<file path="config.mk">
export PLATFORM = sky130hd
export DESIGN_NAME = smr_port
export DESIGN_NICKNAME = d
export VERILOG_FILES = /design/src/smr_pkg.sv /design/src/smr_port.sv
export VERILOG_INCLUDE_DIRS = /design/src /design/src/src
export SDC_FILE = /design/constraint.sdc
export NUM_CORES = 1
export LEC_CHECK = 0
export BUFFER_PORTS_ARGS = -buffer_cell sky130_fd_sc_hd__buf_2
export CELL_PAD_IN_SITES_DETAIL_PLACEMENT = 1
export CELL_PAD_IN_SITES_GLOBAL_PLACEMENT = 2
export CORE_ASPECT_RATIO = 1.75
export CORE_MARGIN = 5
export CORE_UTILIZATION = 34
export DETAILED_ROUTE_END_ITERATION = 7
export GPL_TIMING_DRIVEN = 0
export HOLD_SLACK_MARGIN = 0.03
export MAX_ROUTING_LAYER = met4
export PLACE_DENSITY = 0.93
export SYNTH_ARGS = -nofsm -noshare
export SYNTH_HDL_FRONTEND = slang
export SYNTH_SLANG_ARGS = --single-unit
export TNS_END_PERCENT = 100
</file>
<file path="constraint.sdc">
create_clock -name mclk_in -period 5.13 [get_ports mclk_in]
set_input_delay 1.026 -clock mclk_in [delete_from_list [all_inputs] [get_ports mclk_in]]
set_output_delay 1.026 -clock mclk_in [all_outputs]
set_load 0.03 [all_outputs]
</file>
<file path="src/smr_map.svh">
// smr_map.svh: target address, command codes, widths and reset values
// assumes inclusion by smr_port.sv only
`ifndef SMR_MAP_SVH
`define SMR_MAP_SVH

`define SMR_TGT_ADDR      7'h30
`define SMR_ERR_W         32
`define SMR_ERR_RST       32'h0000_0000
`define SMR_RD_BYTES_LAST 2'h3
`define SMR_CMD_SHW_RD    8'h40
`define SMR_CMD_CPU_RD    8'h44
`define SMR_SHW_WR_BASE   6'h10
`define SMR_BIT_LAST      3'h7

`endif

</file>
<file path="src/smr_pkg.sv">
// smr_pkg.sv: types of the serial error register port
// assumes nothing of its surroundings
package smr_pkg;
  typedef enum logic [2:0] {
    s_idle,
    s_addr,
    s_cmd,
    s_data,
    s_ack,
    s_tx,
    s_txack
  } smr_state_e;
endpackage : smr_pkg

</file>
<file path="src/smr_port.sv">
// smr_port.sv: serial management target with shadowed error set
// assumes scl/sda arrive asynchronously from pins; sda is open-drain,
// register file answers within the mclk cycle rf_rd_out is high, on the same clock.
//
// Overview of operation
// - answer only target address 011_0000, ignore all other addresses
// - no setup registers; port works straight after reset
// - reads reach register file entries through the register file port, except indices 40h and 44h, which return the error copies
// - never forward accesses to chip links or downstream buses
// - all error registers readable, both shadow and processor copies
// - writes may only touch the shadow error set
// - shadow set carries identical error information to processor set
// - processor clear and serial clear act on their own copy only
// - single byte write only, used to clear shadow error bits
// - every read returns up to four data bytes, ending early on a master nack
`timescale 1ns/1ps
`include "smr_map.svh"

module smr_port #(
  parameter int ERR_W = `SMR_ERR_W
) (
  input  wire logic             mclk_in,
  input  wire logic             rst_b_in,
  input  wire logic             clk_en_in,
  input  wire logic             scl_in,
  input  wire logic             sda_in,
  output logic                  sda_out,
  output logic                  sda_oe_out,
  input  wire logic [ERR_W-1:0] err_event_in,
  input  wire logic [ERR_W-1:0] cpu_err_clr_in,
  output logic      [ERR_W-1:0] cpu_err_out,
  output logic      [ERR_W-1:0] shadow_err_out,
  output logic                  rf_rd_out,
  output logic      [7:0]       rf_addr_out,
  input  wire logic [31:0]      rf_rdata_in
);

  ////////////////////////////////////////////////////////////////////////
  // pin synchronisers and bus condition detect

  logic [1:0] scl_sync_reg;
  logic [1:0] sda_sync_reg;
  logic       scl_old_reg;
  logic       sda_old_reg;

  always_ff @(posedge mclk_in) begin
    if (!rst_b_in) begin
      scl_sync_reg <= 2'h3;
      sda_sync_reg <= 2'h3;
      scl_old_reg  <= 1'b1;
      sda_old_reg  <= 1'b1;
    end else if (clk_en_in) begin
      scl_sync_reg <= {scl_sync_reg[0], scl_in};
      sda_sync_reg <= {sda_sync_reg[0], sda_in};
      scl_old_reg  <= scl_sync_reg[1];
      sda_old_reg  <= sda_sync_reg[1];
    end
  end

  logic scl_s;
  logic sda_s;
  logic scl_rise;
  logic scl_fall;
  logic start_det;
  logic stop_det;

  assign scl_s     = scl_sync_reg[1];
  assign sda_s     = sda_sync_reg[1];
  assign scl_rise  = clk_en_in & scl_s & ~scl_old_reg;
  assign scl_fall  = clk_en_in & ~scl_s & scl_old_reg;
  // data edges only count as conditions while scl stays high
  assign start_det = clk_en_in & scl_s & scl_old_reg & ~sda_s & sda_old_reg;
  assign stop_det  = clk_en_in & scl_s & scl_old_reg & sda_s & ~sda_old_reg;

  ////////////////////////////////////////////////////////////////////////
  // byte engine

  smr_pkg::smr_state_e st_reg;
  smr_pkg::smr_state_e ack_nxt_reg;
  logic [2:0]          bit_reg;
  logic                byte_done_reg;
  logic [7:0]          sh_reg;
  logic [7:0]          cmd_reg;
  logic                wr_done_reg;
  logic [31:0]         rdbuf_reg;
  logic [1:0]          byte_cnt_reg;
  logic                mack_reg;
  logic                sda_drv_reg;
  logic                byte_end;
  logic                addr_hit;
  logic                cmd_is_shw;

  assign byte_end   = scl_fall & byte_done_reg;
  assign addr_hit   = (sh_reg[7:1] == `SMR_TGT_ADDR);
  assign cmd_is_shw = (cmd_reg[7:2] == `SMR_SHW_WR_BASE);

  // no setup state exists: the engine runs from the first start
  always_ff @(posedge mclk_in) begin
    if (!rst_b_in) begin
      st_reg        <= smr_pkg::s_idle;
      ack_nxt_reg   <= smr_pkg::s_idle;
      bit_reg       <= 3'h0;
      byte_done_reg <= 1'b0;
      sh_reg        <= 8'h00;
      wr_done_reg   <= 1'b0;
      byte_cnt_reg  <= 2'h0;
      mack_reg      <= 1'b0;
      sda_drv_reg   <= 1'b0;
    end else if (start_det) begin
      st_reg        <= smr_pkg::s_addr;
      bit_reg       <= 3'h0;
      byte_done_reg <= 1'b0;
      wr_done_reg   <= 1'b0;
      sda_drv_reg   <= 1'b0;
    end else if (stop_det) begin
      st_reg      <= smr_pkg::s_idle;
      sda_drv_reg <= 1'b0;
    end else begin
      case (st_reg)
        smr_pkg::s_addr, smr_pkg::s_cmd, smr_pkg::s_data: begin
          if (scl_rise) begin
            sh_reg        <= {sh_reg[6:0], sda_s};
            bit_reg       <= bit_reg + 3'h1;
            byte_done_reg <= (bit_reg == `SMR_BIT_LAST);
          end else if (byte_end) begin
            byte_done_reg <= 1'b0;
            sda_drv_reg   <= 1'b1;
            st_reg        <= smr_pkg::s_ack;
            if (st_reg == smr_pkg::s_addr) begin
              if (!addr_hit) begin
                sda_drv_reg <= 1'b0;
                st_reg      <= smr_pkg::s_idle;
              end else if (sh_reg[0]) begin
                ack_nxt_reg  <= smr_pkg::s_tx;
                byte_cnt_reg <= 2'h0;
              end else begin
                ack_nxt_reg <= smr_pkg::s_cmd;
              end
            end else if (st_reg == smr_pkg::s_cmd) begin
              ack_nxt_reg <= smr_pkg::s_data;
            end else begin
              // later bytes of a write get no ack
              wr_done_reg <= 1'b1;
              ack_nxt_reg <= smr_pkg::s_idle;
              if (wr_done_reg) begin
                sda_drv_reg <= 1'b0;
                st_reg      <= smr_pkg::s_idle;
              end
            end
          end
        end
        smr_pkg::s_ack: begin
          if (scl_fall) begin
            st_reg      <= ack_nxt_reg;
            bit_reg     <= 3'h0;
            sda_drv_reg <= (ack_nxt_reg == smr_pkg::s_tx) ? ~rdbuf_reg[31] : 1'b0;
          end
        end
        smr_pkg::s_tx: begin
          if (scl_rise) begin
            bit_reg       <= bit_reg + 3'h1;
            byte_done_reg <= (bit_reg == `SMR_BIT_LAST);
          end else if (byte_end) begin
            byte_done_reg <= 1'b0;
            sda_drv_reg   <= 1'b0;
            st_reg        <= smr_pkg::s_txack;
          end else if (scl_fall) begin
            sda_drv_reg <= ~rdbuf_reg[30];
          end
        end
        smr_pkg::s_txack: begin
          if (scl_rise) begin
            mack_reg <= ~sda_s;
          end else if (scl_fall) begin
            bit_reg <= 3'h0;
            if (mack_reg && byte_cnt_reg != `SMR_RD_BYTES_LAST) begin
              byte_cnt_reg <= byte_cnt_reg + 2'h1;
              st_reg       <= smr_pkg::s_tx;
              sda_drv_reg  <= ~rdbuf_reg[31];
            end else begin
              st_reg <= smr_pkg::s_idle;
            end
          end
        end
        default: begin
          st_reg <= smr_pkg::s_idle;
        end
      endcase
    end
  end

  // command byte survives a repeated start for the read that follows
  always_ff @(posedge mclk_in) begin
    if (!rst_b_in) begin
      cmd_reg <= 8'h00;
    end else if (clk_en_in && st_reg == smr_pkg::s_cmd && byte_end) begin
      cmd_reg <= sh_reg;
    end
  end

  ////////////////////////////////////////////////////////////////////////
  // read path: register file is read-only from here, nothing leaves chip

  logic        rf_rd_reg;
  logic [31:0] rf_hold_reg;

  always_ff @(posedge mclk_in) begin
    if (!rst_b_in) begin
      rf_rd_reg   <= 1'b0;
      rf_addr_out <= 8'h00;
      rf_hold_reg <= 32'h0000_0000;
    end else if (clk_en_in) begin
      rf_rd_reg <= (st_reg == smr_pkg::s_cmd) && byte_end;
      if ((st_reg == smr_pkg::s_cmd) && byte_end) begin
        rf_addr_out <= sh_reg;
      end
      if (rf_rd_reg) begin
        rf_hold_reg <= rf_rdata_in;
      end
    end
  end

  assign rf_rd_out = rf_rd_reg;

  logic [ERR_W-1:0] cpu_err_reg;
  logic [ERR_W-1:0] shw_err_reg;

  always_ff @(posedge mclk_in) begin
    if (!rst_b_in) begin
      rdbuf_reg <= 32'h0000_0000;
    end else if (clk_en_in) begin
      if (st_reg == smr_pkg::s_addr && byte_end && addr_hit && sh_reg[0]) begin
        if (cmd_reg == `SMR_CMD_SHW_RD) begin
          rdbuf_reg <= 32'(shw_err_reg);
        end else if (cmd_reg == `SMR_CMD_CPU_RD) begin
          rdbuf_reg <= 32'(cpu_err_reg);
        end else begin
          rdbuf_reg <= rf_hold_reg;
        end
      end else if (st_reg == smr_pkg::s_tx && scl_fall) begin
        rdbuf_reg <= {rdbuf_reg[30:0], 1'b0};
      end
    end
  end

  ////////////////////////////////////////////////////////////////////////
  // error copies: set beats clear so a coincident event is never lost

  logic [ERR_W-1:0] smb_clr;
  logic             wr_strobe;

  assign wr_strobe = (st_reg == smr_pkg::s_data) && byte_end && !wr_done_reg;

  genvar g;
  generate
    for (g = 0; g < ERR_W; g++) begin : g_clr
      assign smb_clr[g] = wr_strobe && cmd_is_shw
                          && (cmd_reg[1:0] == 2'(g / 8)) && sh_reg[g % 8];
    end
  endgenerate

  always_ff @(posedge mclk_in) begin
    if (!rst_b_in) begin
      cpu_err_reg <= ERR_W'(`SMR_ERR_RST);
    end else if (clk_en_in) begin
      cpu_err_reg <= (cpu_err_reg & ~cpu_err_clr_in) | err_event_in;
    end
  end

  always_ff @(posedge mclk_in) begin
    if (!rst_b_in) begin
      shw_err_reg <= ERR_W'(`SMR_ERR_RST);
    end else if (clk_en_in) begin
      shw_err_reg <= (shw_err_reg & ~smb_clr) | err_event_in;
    end
  end

  assign cpu_err_out    = cpu_err_reg;
  assign shadow_err_out = shw_err_reg;
  assign sda_out        = 1'b0;
  assign sda_oe_out     = sda_drv_reg;
endmodule : smr_port

</file>
# Yosys cells after proc, flatten, opt, wreduce, memory -nomap -nowiden
# Index checks and enable logic that the tools add are counted.
[totals] reg_bits=174 latch_bits=0 ram_bits=0 rom_bits=0 input_bits=101 wordCells=212 mem_count=0
[op_classes] n_addsub=2 n_mul=0 n_div=0 n_lt_le_gt_ge=0 n_eq_ne=37 shifts=0 muxes=53 bitwise_logic=28 reduce_logical=71
[op_table] operator="$mux 32" n=4
[op_table] operator="$and 32x32->32" n=2
[op_table] operator="$not 32->32" n=2
[op_table] operator="$or 32x32->32" n=2
[op_table] operator="$mux 3" n=18
[op_table] operator="$logic_and 1x1->1" n=47
[op_table] operator="$ne 4x4->1 const B" n=7
[op_table] operator="$ne 2x2->1 const B" n=13
[op_table] operator="$mux 1" n=18
[op_table] operator="$mux 2" n=9
[op_table] operator="$eq 8x7->1 const B" n=2
[op_table] operator="$eq 3x3->1 const B" n=5
[op_table] operator="$reduce_and 7->1" n=2
[op_table] operator="$not 1->1" n=12
[op_table] operator="$pmux 3 s4" n=1
[op_table] operator="$reduce_and 4->1" n=3
[op_table] operator="$reduce_and 6->1" n=2
[op_table] operator="$reduce_and 11->1" n=1
[op_table] operator="$and 1x1->1" n=10
[op_table] operator="$pmux 3 s3" n=1
[op_table] operator="$reduce_and 9->1" n=1
[op_table] operator="$eq 7x6->1 const B" n=1
[op_table] operator="$eq 3x2->1 const B" n=2
[op_table] operator="$eq 6x5->1 const B" n=1
[op_table] operator="other kinds (19)" n=25

# Longest topological paths before layout
[depth] depth_word=12 depth_mapped=9

# Worst setup path after synthesis
# OpenSTA, ideal clock, no wires.
[synth_path] kind="input to register" startpoint="input clk_en_in" endpoint="register shw_err_reg[24] (netlist: shadow_err_out[24])" setup_ps=136 arrival_time_ps=2513 t_required_ps=4994 setup_slack_ps=2481 stages=8 path_buffers=3 path_cell_list="buf_2 and3b_1 buf_6 nand4_2 or4_4 buf_6 nor3_4 a31oi_1"
[synth_via] elab_chain_len=11
[synth_lines] item="start, declared" line_no="smr_port.sv:24" source="input wire logic clk_en_in,"
[synth_lines] item="$and 1x1->1 (2 in a row)" line_no="smr_port.sv:70" source="assign scl_fall = clk_en_in & ~scl_s & scl_old_reg;"
[synth_lines] item="$and 1x1->1" line_no="smr_port.sv:93" source="assign byte_end = scl_fall & byte_done_reg;"
[synth_lines] item="$logic_and 1x1->1 (2 in a row)" line_no="smr_port.sv:252" source="assign wr_strobe = (st_reg == smr_pkg::s_data) && byte_end && !wr_done_reg;"
[synth_lines] item="$logic_and 1x1->1" line_no="smr_port.sv:257" source="assign smb_clr[g] = wr_strobe && cmd_is_shw"
[synth_lines] item="$logic_and 1x1->1 (2 in a row)" line_no="smr_port.sv:258" source="&& (cmd_reg[1:0] == 2'(g / 8)) && sh_reg[g % 8];"
[synth_lines] item="$not 32->32" line_no="smr_port.sv:274" source="shw_err_reg <= (shw_err_reg & ~smb_clr) | err_event_in;"
[synth_lines] item="$and 32x32->32" line_no="smr_port.sv:274"
[synth_lines] item="$or 32x32->32" line_no="smr_port.sv:274"
[synth_lines] item="end signal, assigned" line_no="smr_port.sv:272" source="shw_err_reg <= ERR_W'(`SMR_ERR_RST);"
[synth_lines] item="end signal, assigned" line_no="smr_port.sv:274"
[synth_lines] item="end, declared" line_no="smr_port.sv:226" source="logic [ERR_W-1:0] shw_err_reg;"
# Several ways; a longest one is shown, not always the timed one.
# A chain may end at the register's enable or synchronous reset.

# Worst setup path after layout
[layout_path] startpoint="register sh_reg[5]" endpoint="register rdbuf_reg[23]"
[layout_via] elab_chain_len=5 word_cells_on_any_way=6 classes_between="eq/ne: 1; mux: 1; reduce/logical: 4"
[layout_lines] item="start, declared" line_no="smr_port.sv:82" source="logic [7:0] sh_reg;"
[layout_lines] item="start signal, assigned" line_no="smr_port.sv:122" source="sh_reg <= {sh_reg[6:0], sda_s};"
[layout_lines] item="$eq 7x6->1 (no line) (*)"
[layout_lines] item="$logic_and 1x1->1 (*) (2 in a row)" line_no="smr_port.sv:232" source="if (st_reg == smr_pkg::s_addr && byte_end && addr_hit && sh_reg[0]) begin"
[layout_lines] item="$reduce_bool 2->1 (no line)"
[layout_lines] item="$reduce_and 2->1 (no line)"
[layout_lines] item="end signal, assigned" line_no="smr_port.sv:234" source="rdbuf_reg <= 32'(shw_err_reg);"
[layout_lines] item="end signal, assigned" line_no="smr_port.sv:236" source="rdbuf_reg <= 32'(cpu_err_reg);"
[layout_lines] item="end signal, assigned" line_no="smr_port.sv:238" source="rdbuf_reg <= rf_hold_reg;"
[layout_lines] item="end, declared" line_no="smr_port.sv:85" source="logic [31:0] rdbuf_reg;"
# Mark *: on every way between the ends. The rest lies on a longest branch, timed or not.

==> impl_metrics.yaml <==
die:
  placementRows: 74
  io_pins: 176
  dieArea_um2: 26900
  die_w_um: 126
  core_area_um2: 23300
  die_height_um: 213
  initial_utilization_pct: 34.4
clock_network:
  cts-resized-gates: 0
  cts_tree: "built"
  h-tree-depth: 4
  clkTransAtPathRegs_ns: 0.07
  clockBufferDepth: 2
  cts_buffers: 17
  clock-root-buffer: "clkbuf_16"
  hold_buffers: 0
  worstSkewPairLatency_ns: 0.45
  clock_sinks: 174
  post_cts_buffers: 0
pwr:
  cellPowerDensity_nw_per_um2: 317
  ir_worst_vdd_v: 0.000192
  p_leak_uw: 0.00434
critical_path:
  arrival_ns: 3.10
  rr_startpoint: "sh_reg[5]"
  max_stage_delay_ns: 0.59
  path_cells: "clkbuf_1 > and2_1 > and3_1 > nand4_1 > clkbuf_1 > o211a_1"
  crit_start: "sh_reg[5]"
  crit_required_ns: 5.47
  r2r_cells: 6
  end_kind: "flip-flop"
  path_depth: 6
  cp_max_fo: 10
  cp_top_family: "buffers and inverters"
  worstSetupPathType: "reg -> reg"
  slowest_stage: "clkbuf_1"
  setup.reg_to_reg.worst_slack_ns: 2.38
  cp_common_cell: "clkbuf_1"
  critPathBufInv: 2
  regToRegEndpoint: "rdbuf_reg[23]"
  timing.critical_path.from_type: "flip-flop"
  crit_path_end: "rdbuf_reg[23]"
layout:
  final_cell_mix: "229 x nand2_1, 181 x buf_2, 174 x dfxtp_1, 97 x mux2i_1, 69 x a21oi_1"
  areaGrowthSynthToFinish_pct: 23.3
  final_core_util_pct: 42.4
  fill_cells: 2915
  design_area_um2: 9890
  fin_nets: 1257
  final_common_cell: "nand2_1"
  n_antenna_cell: 0
  drive_gt1_share_pct: 19.6
  final_cell_count_no_fill: 1470
synth:
  synth-edff-count: 0
  avgSynthCellArea_um2: 8.35
  synth_ff_type: "dfxtp_1"
  yosysSeqAreaShare_pct: 43.4
  synthDistinctLibCells: 52
  ys_ff_latch: 174
  synthesis.nets: 1065
  synth_cells: 961
  async_flop_share_pct: 0
  ys_warn_count: 0
  syn_area_um2: 8020
worst_hold_path:
  min-delay-start: "rf_hold_reg[11]"
  holdCritPathClass: "reg -> reg"
  min_path_cells: 2
sta:
  worst_slew_pin_slew_ns: 0.930
  fmax_mhz: 363
  hold_viol: 0
  max_slew_margin_pct: 38.0
  post-route-min-period_ns: 2.75
  whs_ns: 0.459
  timing.final.setup_violations: 0
  clock-skew-final_ns: 0.0109
  fin_tns_setup_ns: 0
  grt_setup_unrepaired: "no"
  post-route-period-util_pct: 53.7
  slew_violations: 0
run_status:
  status: "finished, final reports clean"
job:
  max_cap_violations: 0
placement:
  placed_area_um2: 9270
  hpwl_um: 22500
  placed_cells: 1438
  place_congestion: 0.914
  portBuffers: 173
global_routing:
  grt_max_degree: 17
  antenna_found_initial: 0
  grtUsageTotal_pct: 22.4
  grt_overflow: 0
  grt_pass1_vias: 8145
  grt_first_pass_wirelength_um: 45000
detailed_routing:
  post_drt_wl_per_cell_um: 20.1
  ant_nets: 0
  num_vias: 7626
  wl_um: 29500
  avgViaCountPerCell: 5.19
  drc: 0
  drt_iter0_markers: 454
  firstDrtPassIters: 4
## power breakdown
group	total, uW	switching [uW]	leakage, uW	internal (uW)
logic	323	215	0.00263	108
clock network	1400	608	0.000296	789
registers	1420	29.1	0.00142	1390
total	3140	852	0.00434	2290
## metal layers
metal / global-route usage (%) / part of all wire [%]
met4: 10.1 / 4.0
met2: 42.2 / 55
met1: 22.5 / 38
met5: - / 0
met3: 3.40 / 3.5
## Yosys cell counts (all sizes together), types with 2 or more instances
cell type	count	area, um^2
nor2b	22	138
a211oi	2	15.0
nor2	55	209
nand2	229	860
o21ai	41	205
o211a	31	310
nand4	5	37.5
nand3b	5	37.5
nor3	6	57.6
a21boi	55	413
o21bai	2	15.0
a31oi	20	125
buf	24	138
o31ai	2	15.0
or3b	2	17.5
a21o	3	22.5
a311oi	2	17.5
inv	22	82.6
a21oi	69	345
a22oi	2	15.0
dfxtp	174	3480
clkbuf	52	195
and3	5	31.3
or4	2	18.8
and3b	2	17.5
nand3	5	25.0
and2	2	12.5
nand2b	7	43.8
ha	3	37.5
mux2i	97	971
a211o	2	17.5
## cell families after synthesis
family | after synthesis | synth area share, %
AO/OA/AOI/OAI | 240 | 19.9
adder cells (fa/ha/maj) | 3 | 0.468
buffers and inverters | 98 | 5.18
flip-flops | 174 | 43.4
multiplexers | 97 | 12.1
other | 1 | 0.0468
AND/OR/NAND/NOR | 348 | 18.9
## worst min-delay path, cell delays in order, from the launching register on
cell and delay (ns):
dfxtp_1 0.31, nand2_1 0.05, a21oi_1 0.05
## stage by stage
stage	setup slack, ns	total power [uW]
global placement	2.07	1770
CTS	2.35	3160
floorplan	2.48	1630
global route	2.27	3230
detailed placement	2.02	1770
finish	2.38	3140
## worst min path at each step
stage                           end  slack [ns]
floorplan            rf_hold_reg[0]        0.44
global placement    rf_hold_reg[30]        0.44
detailed placement   rf_hold_reg[9]        0.45
CTS                  rf_hold_reg[9]        0.46
global route        rf_hold_reg[22]        0.48
finish              rf_hold_reg[11]        0.46
## area by class of cell
class                           count  area, um^2  area share [%]
Buffer                             76         333            3.37
Clock buffer                       18         439            4.44
Clock inverter                     14         181            1.83
Inverter                           22        82.6           0.835
Multi-Input combinational cell    689        4120            41.7
Sequential cell                   174        3480            35.2
Tap cell                          304         380            3.85
Timing Repair Buffer              173         866            8.76
No activity file was read; power rests on OpenSTA's default activity.
